--- src/include/pit_defines.svh ---
/*
 * Constants of the prioritized interrupt and event transfer controller.
 * Assumes inclusion by pit_pkg.sv and the design files; definitions only.
 */
`ifndef PIT_DEFINES_SVH
`define PIT_DEFINES_SVH
`define PIT_NODES        18
`define PIT_CHANS        8
`define PIT_EXT          2
`define PIT_LVL_W        4
`define PIT_PTR_W        16
`define PIT_CNT_W        8
`define PIT_SEG_W        8
`define PIT_NUM_W        8
`define PIT_RESP_CYCLES  8
`define PIT_VEC_SHIFT    2
`define PIT_NUM_FIRST    8'h4d
`define PIT_NUM_LAST     8'h3f
`define PIT_PERIPH_MASK  18'h1f7ff
`define PIT_STEP_BYTE    16'h0001
`define PIT_STEP_WORD    16'h0002
`define PIT_CNT_ONE      8'h01
`endif

--- src/include/pit_pkg.sv ---
/*
 * Types shared by the controller and its edge detector.
 * Assumes pit_defines.svh is on the include path.
 */
`include "pit_defines.svh"
package pit_pkg;
	typedef enum logic [1:0] {PIT_IDLE, PIT_WAIT} pit_state_e_t;
	typedef enum logic [1:0] {PIT_EDGE_OFF, PIT_EDGE_RISE, PIT_EDGE_FALL, PIT_EDGE_BOTH} pit_edge_t;
endpackage

--- src/design/pit_edge_detect.sv ---
/*
 * Synchroniser and programmable edge detector for one fast external input.
 * Assumes PIN is asynchronous to CLOCK and MODE is quasi-static.
 */
`timescale 1ns/1ps
`include "pit_defines.svh"
module pit_edge_detect (
	input  wire logic              CLOCK,
	input  wire logic              SYS_RST,
	input  wire logic              PIN,
	input  wire pit_pkg::pit_edge_t MODE,
	output logic                   EDGE
);
	import pit_pkg::*;

	typedef struct packed {
		logic s1;
		logic s2;
		logic s3;
		logic ev;
	} pit_edge_state_t;

	pit_edge_state_t r_reg;
	pit_edge_state_t r_next;

	always_comb begin
		r_next = r_reg;
		r_next.s1 = PIN;
		r_next.s2 = r_reg.s1;
		r_next.s3 = r_reg.s2;
		case (MODE)
			PIT_EDGE_RISE: r_next.ev = r_reg.s2 & ~r_reg.s3;
			PIT_EDGE_FALL: r_next.ev = ~r_reg.s2 & r_reg.s3;
			PIT_EDGE_BOTH: r_next.ev = r_reg.s2 ^ r_reg.s3;
			default:       r_next.ev = 1'b0;
		endcase
	end

	always_ff @(posedge CLOCK or posedge SYS_RST) begin
		if (SYS_RST) begin
			r_reg <= '0;
		end else begin
			r_reg <= r_next;
		end
	end

	assign EDGE = r_reg.ev;
endmodule

--- src/design/pit_ctrl.sv ---
/*
 * Prioritized interrupt controller with eight event transfer channels.
 * Assumes the CPU reports its current service level and global enable, takes
 * INT_BRANCH as a branch order, and completes each XFER_REQ in one cycle.
 */
`timescale 1ns/1ps
`include "pit_defines.svh"
module pit_ctrl #(
	parameter int RESP_CYCLES = `PIT_RESP_CYCLES
) (
	input  wire logic                                CLOCK,
	input  wire logic                                SYS_RST,
	input  wire logic [`PIT_NODES-1:0]               PERIPH_REQ,
	input  wire logic [`PIT_EXT-1:0]                 EXT_IN,
	input  wire logic [`PIT_EXT-1:0][1:0]            EXT_MODE,
	input  wire logic                                NODE_WE,
	input  wire logic [4:0]                          NODE_SEL,
	input  wire logic [`PIT_LVL_W-1:0]               NODE_LEVEL,
	input  wire logic                                NODE_ENABLE,
	input  wire logic                                NODE_TO_CHANNEL,
	input  wire logic [2:0]                          NODE_CHANNEL,
	input  wire logic                                NODE_SET_REQ,
	input  wire logic                                NODE_CLR_REQ,
	input  wire logic                                CHAN_WE,
	input  wire logic [2:0]                          CHAN_SEL,
	input  wire logic [`PIT_PTR_W-1:0]               CHAN_SRC,
	input  wire logic [`PIT_PTR_W-1:0]               CHAN_DST,
	input  wire logic [`PIT_CNT_W-1:0]               CHAN_COUNT,
	input  wire logic                                CHAN_INC_SRC,
	input  wire logic                                CHAN_INC_DST,
	input  wire logic                                CHAN_WORD,
	input  wire logic                                CHAN_CONT,
	input  wire logic [`PIT_SEG_W-1:0]               VECTOR_SEGMENT_SELECT,
	input  wire logic [1:0]                          VECTOR_SPACING_FIELD,
	input  wire logic [`PIT_LVL_W-1:0]               CPU_LEVEL,
	input  wire logic                                CPU_INT_EN,
	input  wire logic                                TRAP_REQ,
	input  wire logic [`PIT_NUM_W-1:0]               TRAP_NUM,
	output logic                                     INT_BUSY,
	output logic                                     INT_BRANCH,
	output logic [`PIT_SEG_W+`PIT_PTR_W-1:0]         INT_VECTOR,
	output logic [`PIT_NUM_W-1:0]                    INT_NUMBER,
	output logic [`PIT_LVL_W-1:0]                    INT_LEVEL,
	output logic                                     XFER_REQ,
	output logic [`PIT_PTR_W-1:0]                    XFER_SRC,
	output logic [`PIT_PTR_W-1:0]                    XFER_DST,
	output logic                                     XFER_WORD,
	output logic [`PIT_NODES-1:0]                    NODE_REQ_STATUS,
	output logic [`PIT_CHANS-1:0]                    CHAN_ZERO
);
	import pit_pkg::*;

	localparam int NODES = `PIT_NODES;
	localparam int CHANS = `PIT_CHANS;
	localparam int IW    = 5;

	typedef struct packed {
		pit_state_e_t                               st;
		logic [3:0]                                 cnt;
		logic [NODES-1:0]                           ir;
		logic [NODES-1:0]                           ie;
		logic [NODES-1:0]                           pe;
		logic [NODES-1:0][`PIT_LVL_W-1:0]           lvl;
		logic [NODES-1:0][2:0]                      chs;
		logic [CHANS-1:0][`PIT_PTR_W-1:0]           src;
		logic [CHANS-1:0][`PIT_PTR_W-1:0]           dst;
		logic [CHANS-1:0][`PIT_CNT_W-1:0]           tcnt;
		logic [CHANS-1:0]                           isrc;
		logic [CHANS-1:0]                           idst;
		logic [CHANS-1:0]                           word;
		logic [CHANS-1:0]                           cont;
		logic                                       trp;
		logic                                       br;
		logic [`PIT_SEG_W+`PIT_PTR_W-1:0]           vec;
		logic [`PIT_NUM_W-1:0]                      num;
		logic [`PIT_LVL_W-1:0]                      wlvl;
		logic                                       tx;
		logic [`PIT_PTR_W-1:0]                      txs;
		logic [`PIT_PTR_W-1:0]                      txd;
		logic                                       txw;
	} pit_ctrl_state_t;

	pit_ctrl_state_t r_reg;
	pit_ctrl_state_t r_next;

	logic [`PIT_EXT-1:0]      ext_evt;
	logic [IW+`PIT_LVL_W:0]   win;
	logic                     win_found;
	logic [IW-1:0]            win_idx;
	logic [`PIT_LVL_W-1:0]    win_lvl;
	logic [2:0]               wch;
	logic                     go;
	logic                     use_xfer;
	logic                     take_int;
	logic [`PIT_CNT_W-1:0]    cnt_dec;
	logic [`PIT_PTR_W-1:0]    step;

	// Fixed numbering: nodes 0..16 count up from 4D, the last node is 3F.
	function automatic logic [`PIT_NUM_W-1:0] node_num(input logic [IW-1:0] idx);
		if (idx == IW'(NODES - 1)) begin
			return `PIT_NUM_LAST;
		end
		return `PIT_NUM_FIRST + `PIT_NUM_W'(idx);
	endfunction

	// Spacing field 0 keeps the default four bytes; each step doubles it.
	function automatic logic [`PIT_SEG_W+`PIT_PTR_W-1:0] vec_addr(
		input logic [`PIT_NUM_W-1:0] num,
		input logic [`PIT_SEG_W-1:0] seg,
		input logic [1:0]            sc);
		logic [`PIT_PTR_W-1:0] off;
		off = `PIT_PTR_W'(num) << (`PIT_VEC_SHIFT + int'(sc));
		return {seg, off};
	endfunction

	// A strictly greater level replaces the candidate, so ties keep the lowest index.
	function automatic logic [IW+`PIT_LVL_W:0] pit_arb(
		input logic [NODES-1:0]                 p,
		input logic [NODES-1:0][`PIT_LVL_W-1:0] l);
		logic                  f;
		logic [IW-1:0]         ix;
		logic [`PIT_LVL_W-1:0] bl;
		f  = 1'b0;
		ix = '0;
		bl = '0;
		for (int i = 0; i < NODES; i++) begin
			if (p[i] && (!f || l[i] > bl)) begin
				f  = 1'b1;
				ix = IW'(i);
				bl = l[i];
			end
		end
		return {f, ix, bl};
	endfunction

	for (genvar g = 0; g < `PIT_EXT; g++) begin : g_ext
		pit_edge_detect u_edge (
			.CLOCK   (CLOCK),
			.SYS_RST (SYS_RST),
			.PIN     (EXT_IN[g]),
			.MODE    (pit_edge_t'(EXT_MODE[g])),
			.EDGE    (ext_evt[g])
		);
	end

	assign win       = pit_arb(r_reg.ir & r_reg.ie, r_reg.lvl);
	assign win_found = win[IW+`PIT_LVL_W];
	assign win_idx   = win[IW+`PIT_LVL_W-1:`PIT_LVL_W];
	assign win_lvl   = win[`PIT_LVL_W-1:0];
	assign wch       = r_reg.chs[win_idx];
	assign go        = r_reg.st == PIT_IDLE && !TRAP_REQ && win_found && CPU_INT_EN
		&& win_lvl > CPU_LEVEL;
	assign use_xfer  = go && r_reg.pe[win_idx]
		&& (r_reg.tcnt[wch] != '0 || r_reg.cont[wch]);
	assign take_int  = go && !use_xfer;
	assign cnt_dec   = r_reg.tcnt[wch] - `PIT_CNT_ONE;
	assign step      = r_reg.word[wch] ? `PIT_STEP_WORD : `PIT_STEP_BYTE;

	always_comb begin
		r_next    = r_reg;
		r_next.br = 1'b0;
		r_next.tx = 1'b0;
		case (r_reg.st)
			PIT_IDLE: begin
				if (TRAP_REQ) begin
					r_next.st   = PIT_WAIT;
					r_next.cnt  = 4'(RESP_CYCLES - 1);
					r_next.trp  = 1'b1;
					r_next.num  = TRAP_NUM;
					r_next.wlvl = CPU_LEVEL;
					r_next.vec  = vec_addr(TRAP_NUM, VECTOR_SEGMENT_SELECT,
						VECTOR_SPACING_FIELD);
				end else if (use_xfer) begin
					// The CPU keeps running; only one bus cycle is taken.
					r_next.tx  = 1'b1;
					r_next.txs = r_reg.src[wch];
					r_next.txd = r_reg.dst[wch];
					r_next.txw = r_reg.word[wch];
					if (r_reg.isrc[wch]) begin
						r_next.src[wch] = r_reg.src[wch] + step;
					end
					if (r_reg.idst[wch]) begin
						r_next.dst[wch] = r_reg.dst[wch] + step;
					end
					if (!r_reg.cont[wch]) begin
						r_next.tcnt[wch] = cnt_dec;
					end
					// A request left pending here is vectored on the next pass.
					r_next.ir[win_idx] = !r_reg.cont[wch] && cnt_dec == '0;
				end else if (take_int) begin
					r_next.st          = PIT_WAIT;
					r_next.cnt         = 4'(RESP_CYCLES - 1);
					r_next.trp         = 1'b0;
					r_next.ir[win_idx] = 1'b0;
					r_next.num         = node_num(win_idx);
					r_next.wlvl        = win_lvl;
					r_next.vec         = vec_addr(node_num(win_idx), VECTOR_SEGMENT_SELECT,
						VECTOR_SPACING_FIELD);
				end
			end
			PIT_WAIT: begin
				if (r_reg.cnt == '0) begin
					r_next.br = 1'b1;
					r_next.st = PIT_IDLE;
				end else begin
					r_next.cnt = r_reg.cnt - 4'h1;
				end
			end
			default: begin
				r_next.st = PIT_IDLE;
			end
		endcase
		if (NODE_WE) begin
			r_next.lvl[NODE_SEL] = NODE_LEVEL;
			r_next.ie[NODE_SEL]  = NODE_ENABLE;
			r_next.pe[NODE_SEL]  = NODE_TO_CHANNEL;
			r_next.chs[NODE_SEL] = NODE_CHANNEL;
			if (NODE_CLR_REQ) begin
				r_next.ir[NODE_SEL] = 1'b0;
			end
			if (NODE_SET_REQ) begin
				r_next.ir[NODE_SEL] = 1'b1;
			end
		end
		if (CHAN_WE) begin
			r_next.src[CHAN_SEL]  = CHAN_SRC;
			r_next.dst[CHAN_SEL]  = CHAN_DST;
			r_next.tcnt[CHAN_SEL] = CHAN_COUNT;
			r_next.isrc[CHAN_SEL] = CHAN_INC_SRC;
			r_next.idst[CHAN_SEL] = CHAN_INC_DST;
			r_next.word[CHAN_SEL] = CHAN_WORD;
			r_next.cont[CHAN_SEL] = CHAN_CONT;
		end
		// Hardware sets come last so an event in a clearing cycle survives.
		r_next.ir = r_next.ir | (PERIPH_REQ & `PIT_PERIPH_MASK) | NODES'(ext_evt);
	end

	always_ff @(posedge CLOCK or posedge SYS_RST) begin
		if (SYS_RST) begin
			r_reg <= '0;
		end else begin
			r_reg <= r_next;
		end
	end

	assign INT_BUSY        = r_reg.st == PIT_WAIT;
	assign INT_BRANCH      = r_reg.br;
	assign INT_VECTOR      = r_reg.vec;
	assign INT_NUMBER      = r_reg.num;
	assign INT_LEVEL       = r_reg.wlvl;
	assign XFER_REQ        = r_reg.tx;
	assign XFER_SRC        = r_reg.txs;
	assign XFER_DST        = r_reg.txd;
	assign XFER_WORD       = r_reg.txw;
	assign NODE_REQ_STATUS = r_reg.ir;
	for (genvar c = 0; c < CHANS; c++) begin : g_zero
		assign CHAN_ZERO[c] = r_reg.tcnt[c] == '0;
	end
endmodule

--- config.mk ---
export PLATFORM = sky130hd
export DESIGN_NAME = pit_ctrl
export DESIGN_NICKNAME = d
export VERILOG_FILES = /design/src/include/pit_pkg.sv /design/src/design/pit_edge_detect.sv /design/src/design/pit_ctrl.sv
export VERILOG_INCLUDE_DIRS = /design/src /design/src/include
export SDC_FILE = /design/constraint.sdc
export NUM_CORES = 2
export LEC_CHECK = 0
export ABC_CLOCK_PERIOD_IN_PS = 51000
export BUFFER_PORTS_ARGS = -buffer_cell sky130_fd_sc_hd__buf_2
export CORE_MARGIN = 10
export CORE_UTILIZATION = 40
export CTS_BUF_LIST = sky130_fd_sc_hd__clkbuf_16
export DETAILED_ROUTE_END_ITERATION = 8
export GPL_TIMING_DRIVEN = 0
export PLACE_DENSITY = 0.58
export SKIP_CTS_REPAIR_TIMING = 1
export SLEW_MARGIN = 25
export SYNTH_ARGS = -nofsm -noshare
export SYNTH_HDL_FRONTEND = slang
export SYNTH_HIERARCHICAL = 1
export SYNTH_SLANG_ARGS = --single-unit
--- constraint.sdc ---
create_clock -name CLOCK -period 51 [get_ports CLOCK]
set_input_delay 10.2 -clock CLOCK [delete_from_list [all_inputs] [get_ports CLOCK]]
set_output_delay 10.2 -clock CLOCK [all_outputs]
set_load 0.02 [all_outputs]
== Word level (Yosys, flattened, before mapping) ==
Index checks and enable logic that the tools add are counted.
Word-level totals
  output and inout port bits: 98
  bits of input ports: 115
  bits in latches: 0
  bits in registers: 617
  memories kept: 0
  ROM bits: 0
  RAM bits: 0
  word-level logic and storage cells: 383
Cells by class
  shifts and indexed selects: 2
  bitwise gates (word level): 19
  add/sub/neg operators: 6
  eq/ne operators: 13
  divide/modulo/power cells: 0
  multipliers: 0
  order comparisons: 26
  reduce and logical (&&, ||, !) cells: 85
  mux-type cells: 147
Operators with widths (number)
  2-to-1 mux 320 bit: 3
  bitwise mux 128 bit: 4
  2-to-1 mux 352 bit: 1
  2-to-1 mux 128 bit: 2
  2-to-1 mux 180 bit: 1
  bitwise mux 64 bit: 2
  2-to-1 mux 18 bit: 6
  2-to-1 mux 36 bit: 3
  2-to-1 mux 34 bit: 3
  binary-select mux 16 bit (select 3 bit): 2
  demux 16 bit (select 3 bit): 2
  2-to-1 mux 4 bit: 20
  2-to-1 mux 5 bit: 16
  bitwise mux 72 bit: 1
  greater-than comparator 4 bit: 18
  logical NOT 8 bit: 9
  2-to-1 mux 8 bit: 9
  2-to-1 mux 16 bit: 4
  2-to-1 mux 64 bit: 1
  bitwise AND 18 bit: 3
  bitwise mux 18 bit: 3
  bitwise mux 54 bit: 1
  demux 8 bit (select 3 bit): 2
  NOT 18 bit: 2
  49 further kinds: 180

== Logic depth before layout (Yosys ltp) ==
  word-level depth: 92
  gate-level depth with buffers: 168

== Cells and area by module ==
The synthesis kept the hierarchy.
By module, submodules not included
  pit_ctrl: times used 1, seq. area each 15189.6 um^2, cells each 4090, area each 36204.7 um^2
  pit_edge_detect: times used 2, seq. area each 100.1 um^2, cells each 14, area each 162.7 um^2

== Least setup slack after synthesis ==
Ideal clock, no wire load.
  path kind: register to register
  start point: register r_reg, in the netlist NODE_REQ_STATUS[0]
  end point: register r_reg[194] (netlist bit)
  path slack: 21216 ps
  cell stages (with the launch flop): 151
  data required time: 50923 ps
  period minus slack after synthesis: 29784 ps
  path buffers: 7
  arrival: 29706 ps
  path through: dfrtp_1 > buf_4 > and3_1 > ha_1 > nand4_1 > nor2_1 > a211oi_1 > nand2_1 > o21ai_0 > inv_1 > ha_1 > nor2b_1 > o211ai_1 > a31o_2 > mux2_2 > inv_1 > ha_1 > and3b_1 > (+115 left out) > a2111oi_1 > and4b_1 > buf_4 > nand2_2 > buf_4 > buf_2 > nor2_1 > clkbuf_1 > a22oi_1 > and4_1 > ha_1 > inv_1 > fa_1 > nor3_1 > nand4_1 > o31a_1 > or3b_1 > a21oi_1
RTL lines
  start, declared: RTL line pit_ctrl.sv:83  | pit_ctrl_state_t r_reg;
  start signal, assigned: RTL line pit_ctrl.sv:242  | r_reg <= r_next;

==> impl_metrics.csv <==
group,metric,value,unit
flow_run,maxCapViolations,0,
clock_network,cts_buffers,75,
cells_and_area,regArea,15400,um2
placed_design,hpwlAfterDp,112000,um
detailed_routing,drc,0,
logic_synthesis,ys_warn_count,6,
global_routing,grt_usage,29.4,%
setup_path,crit_path_start_kind,"register",
placed_design,placed_cell_area,39200,um2
cells_and_area,syn_to_final_growth,13.7,%
die,core_area,90300,um2
die,initial_core_util,40.5,%
sta,finalCritPeriodShare,76.4,%
cells_and_area,largest_reg_flops,519,
setup_path,criticalPathCategory,"reg -> reg",
logic_synthesis,yosys-mux-area-fraction,11.1,%
setup_path,cp_top_family,"compound AO/OA/AOI/OAI gates",
die,ioPinCount,213,
logic_synthesis,synth_xor_area_share,0.760,%
placed_design,place.gp.congestion,0.995,
clock_network,clk_pin_slew_worst_paths,70,ps
setup_path,crit_path_end_kind,"register",
cells_and_area,multiInputGateArea,18900,um2
sta,finalCriticalPeriod,38960,ps
sta,fmax,25.7,MHz
logic_synthesis,synthDistinctLibCells,118,
logic_synthesis,synth_edf_count,0,
cells_and_area,fillers,8887,
sta,final-hold-violation-count,0,
logic_synthesis,synth-async-reset-ratio,100,%
sta,tns,0,ps
status,status,"finished clean",
logic_synthesis,synth_top_family_by_area,"simple AND/OR/NAND/NOR gates",
setup_path,slowest_delay,880,ps
sta,relSlewSlack,13.3,%
cells_and_area,drive_above_1_share,16.7,%
detailed_routing,ant_nets,0,
die,dieWidth,322,um
logic_synthesis,synth-compound-area-share,17.5,%
die,dieArea,104000,um2
global_routing,grt-ovfl-total,0,
logic_synthesis,syn_avg_cell_area,8.87,um2
setup_path,crit_buf_inv,20,
clock_network,cts_tree,"built",
cells_and_area,layout_commonest_cell,"nand2_1",
min_path,min_path_type,"reg -> reg",
sta,slew_violations,0,
global_routing,antenna_found_initial,22,
detailed_routing,drt_iter0_markers,4521,
cells_and_area,final_nets,4563,
logic_synthesis,synth-seq-cells,615,
logic_synthesis,synthAdderAreaFrac,2.75,%
detailed_routing,wl_per_cell,28.1,um
logic_synthesis,synthFlopType,"dfrtp_1",
die,fp-row-count,110,
detailed_routing,viasPerCell,6.16,
sta,finalSetupViolations,0,
logic_synthesis,ys_seq_area_share,42.1,%
clock_network,cts_root_buf,"clkbuf_16",
setup_path,r2r_setup_slack,12040,ps
clock_network,cts_max_path_buffers,3,
detailed_routing,first_pass_iters,8,
logic_synthesis,syn_nets,4312,
setup_path,critPathRequiredTime,51570,ps
sta,skew,45.4,ps
clock_network,ctsHtreeMaxLevel,3,
global_routing,grt_pass1_wl,227000,um
detailed_routing,routed_wl,158000,um
logic_synthesis,yosys.area_share.simple,19.1,%
setup_path,rr_worst_depth,155,
setup_path,crit_slowest_cell,"o311ai_1",
clock_network,clock_latency,680,ps
setup_path,crit_top_cell,"a21oi_1",
min_path,worstHoldStart,"g_ext[0].u_edge/r_next[2]$_DFF_PP0_",
setup_path,arrival,39530,ps
logic_synthesis,synth_area,36500,um2
setup_path,r2r-start,"NODE_REQ_STATUS[0]$_DFF_PP0_",
setup_path,r2r-end,"r_reg[224]$_DFF_PP0_",
clock_network,cts_sinks,615,
detailed_routing,vias,34600,
placed_design,io_buffers,157,
cells_and_area,final_area,41500,um2
min_path,min_to,"g_ext[0].u_edge/r_next[1]$_DFF_PP0_",
sta,rsz0062_at_grt,"no",
setup_path,worstPathMaxFanout,10,
sta,worst_pin_slew,1290,ps
min_path,holdPathStages,0,
logic_synthesis,syn-instance-count,4118,
global_routing,grt_pass1_vias,32900,
die,die_y,322,um
global_routing,grt_max_degree,96,
cells_and_area,mostFrequentLayoutCells,"nand2_1 (764), dfrtp_1 (615), nor2_1 (284)",
-- worst register-to-register path, delay by kind of cell (launching register included) --
family	cells	cell delay, ps
AOI/OAI and AO/OA	70	17280
xor gates and xnor gates	1	740
adders and majority gates	19	5710
buffers and inverters	20	3590
DFF	1	390
muxes	16	5110
and+or+nand+nor	29	6000
-- stage by stage --
step,util [%],instances,setup slack (ps),hold slack [ps]
finish,46.0,5613,12040,347
global route,46.0,5606,9480,354
CTS,45.9,5600,12720,355
detailed placement,43.4,5467,12920,338
global placement,43.0,5451,12430,336
floorplan,-,4118,21220,331
-- routing by layer --
| layer | track usage, % | share of wire [%] | vias to the layer above |
|---|---|---|---|
| met2 | 44.6 | 44 | 2088 |
| met4 | 16.0 | 5.8 | 16 |
| met5 | 0 | 0.063 | - |
| li1 | - | - | 15100 |
| met1 | 37.5 | 39 | 16900 |
| met3 | 8.22 | 11 | 476 |
-- final cells by class --
| type | instances | area share, % |
|---|---|---|
| well taps | 1176 | 3.54 |
| clock buffers | 78 | 4.70 |
| clock inverters | 55 | 0.798 |
| inverters | 103 | 0.949 |
| plain buffers | 373 | 4.89 |
| diodes | 12 | 0.0723 |
| repair buffers | 174 | 2.57 |
| multi-input cells | 3027 | 45.4 |
| flip-flops and latches | 615 | 37.1 |
-- worst max path at each step --
stage          cells after the start  slack (ps)                          from                   end
2_1_floorplan                    150       21220  NODE_REQ_STATUS[0]$_DFF_PP0_  r_reg[194]$_DFF_PP0_
3_3_place_gp                     148       12430  NODE_REQ_STATUS[0]$_DFF_PP0_  r_reg[258]$_DFF_PP0_
3_5_place_dp                     154       12920  NODE_REQ_STATUS[0]$_DFF_PP0_  r_reg[258]$_DFF_PP0_
4_1_cts                          154       12720  NODE_REQ_STATUS[0]$_DFF_PP0_  r_reg[258]$_DFF_PP0_
5_1_grt                          157        9480  NODE_REQ_STATUS[0]$_DFF_PP0_  r_reg[272]$_DFF_PP0_
6_report                         155       12040  NODE_REQ_STATUS[0]$_DFF_PP0_  r_reg[224]$_DFF_PP0_
-- cell usage after synthesis, drive strengths merged, types with 18 or more instances --
| cell | instances | share of area [%] |
|---|---|---|
| a211oi | 20 | 0.47 |
| a21oi | 239 | 3.3 |
| a22oi | 49 | 1.0 |
| a31o | 24 | 0.58 |
| a31oi | 115 | 2.0 |
| and2 | 33 | 0.57 |
| and3 | 18 | 0.31 |
| buf | 230 | 3.9 |
| clkbuf | 136 | 1.4 |
| dfrtp | 615 | 42 |
| ha | 77 | 2.6 |
| inv | 101 | 1.0 |
| mux2 | 170 | 5.3 |
| mux2i | 191 | 5.2 |
| nand2 | 767 | 7.9 |
| nand2b | 27 | 0.46 |
| nand3 | 140 | 1.9 |
| nand4 | 30 | 0.51 |
| nor2 | 297 | 3.1 |
| nor2b | 19 | 0.33 |
| nor3 | 52 | 0.79 |
| nor4 | 19 | 0.49 |
| o211ai | 37 | 0.76 |
| o21ai | 315 | 4.3 |
| o31ai | 31 | 0.65 |
| or2 | 20 | 0.34 |
| or3 | 46 | 0.80 |
| or4 | 25 | 0.52 |
-- kinds of logic (layout without fill, tap and decap cells) --
group,Yosys count,after routing
simple gates,1540,1540
compound gates,1006,1006
flops,615,615
buf+inv,476,783
mux,371,371
fa+ha+maj,79,79
xor+xnor,30,30
other cells,1,13
Power is not shown: default switching activity piles up to over one toggle a cycle in this logic, so the estimate is an artifact.
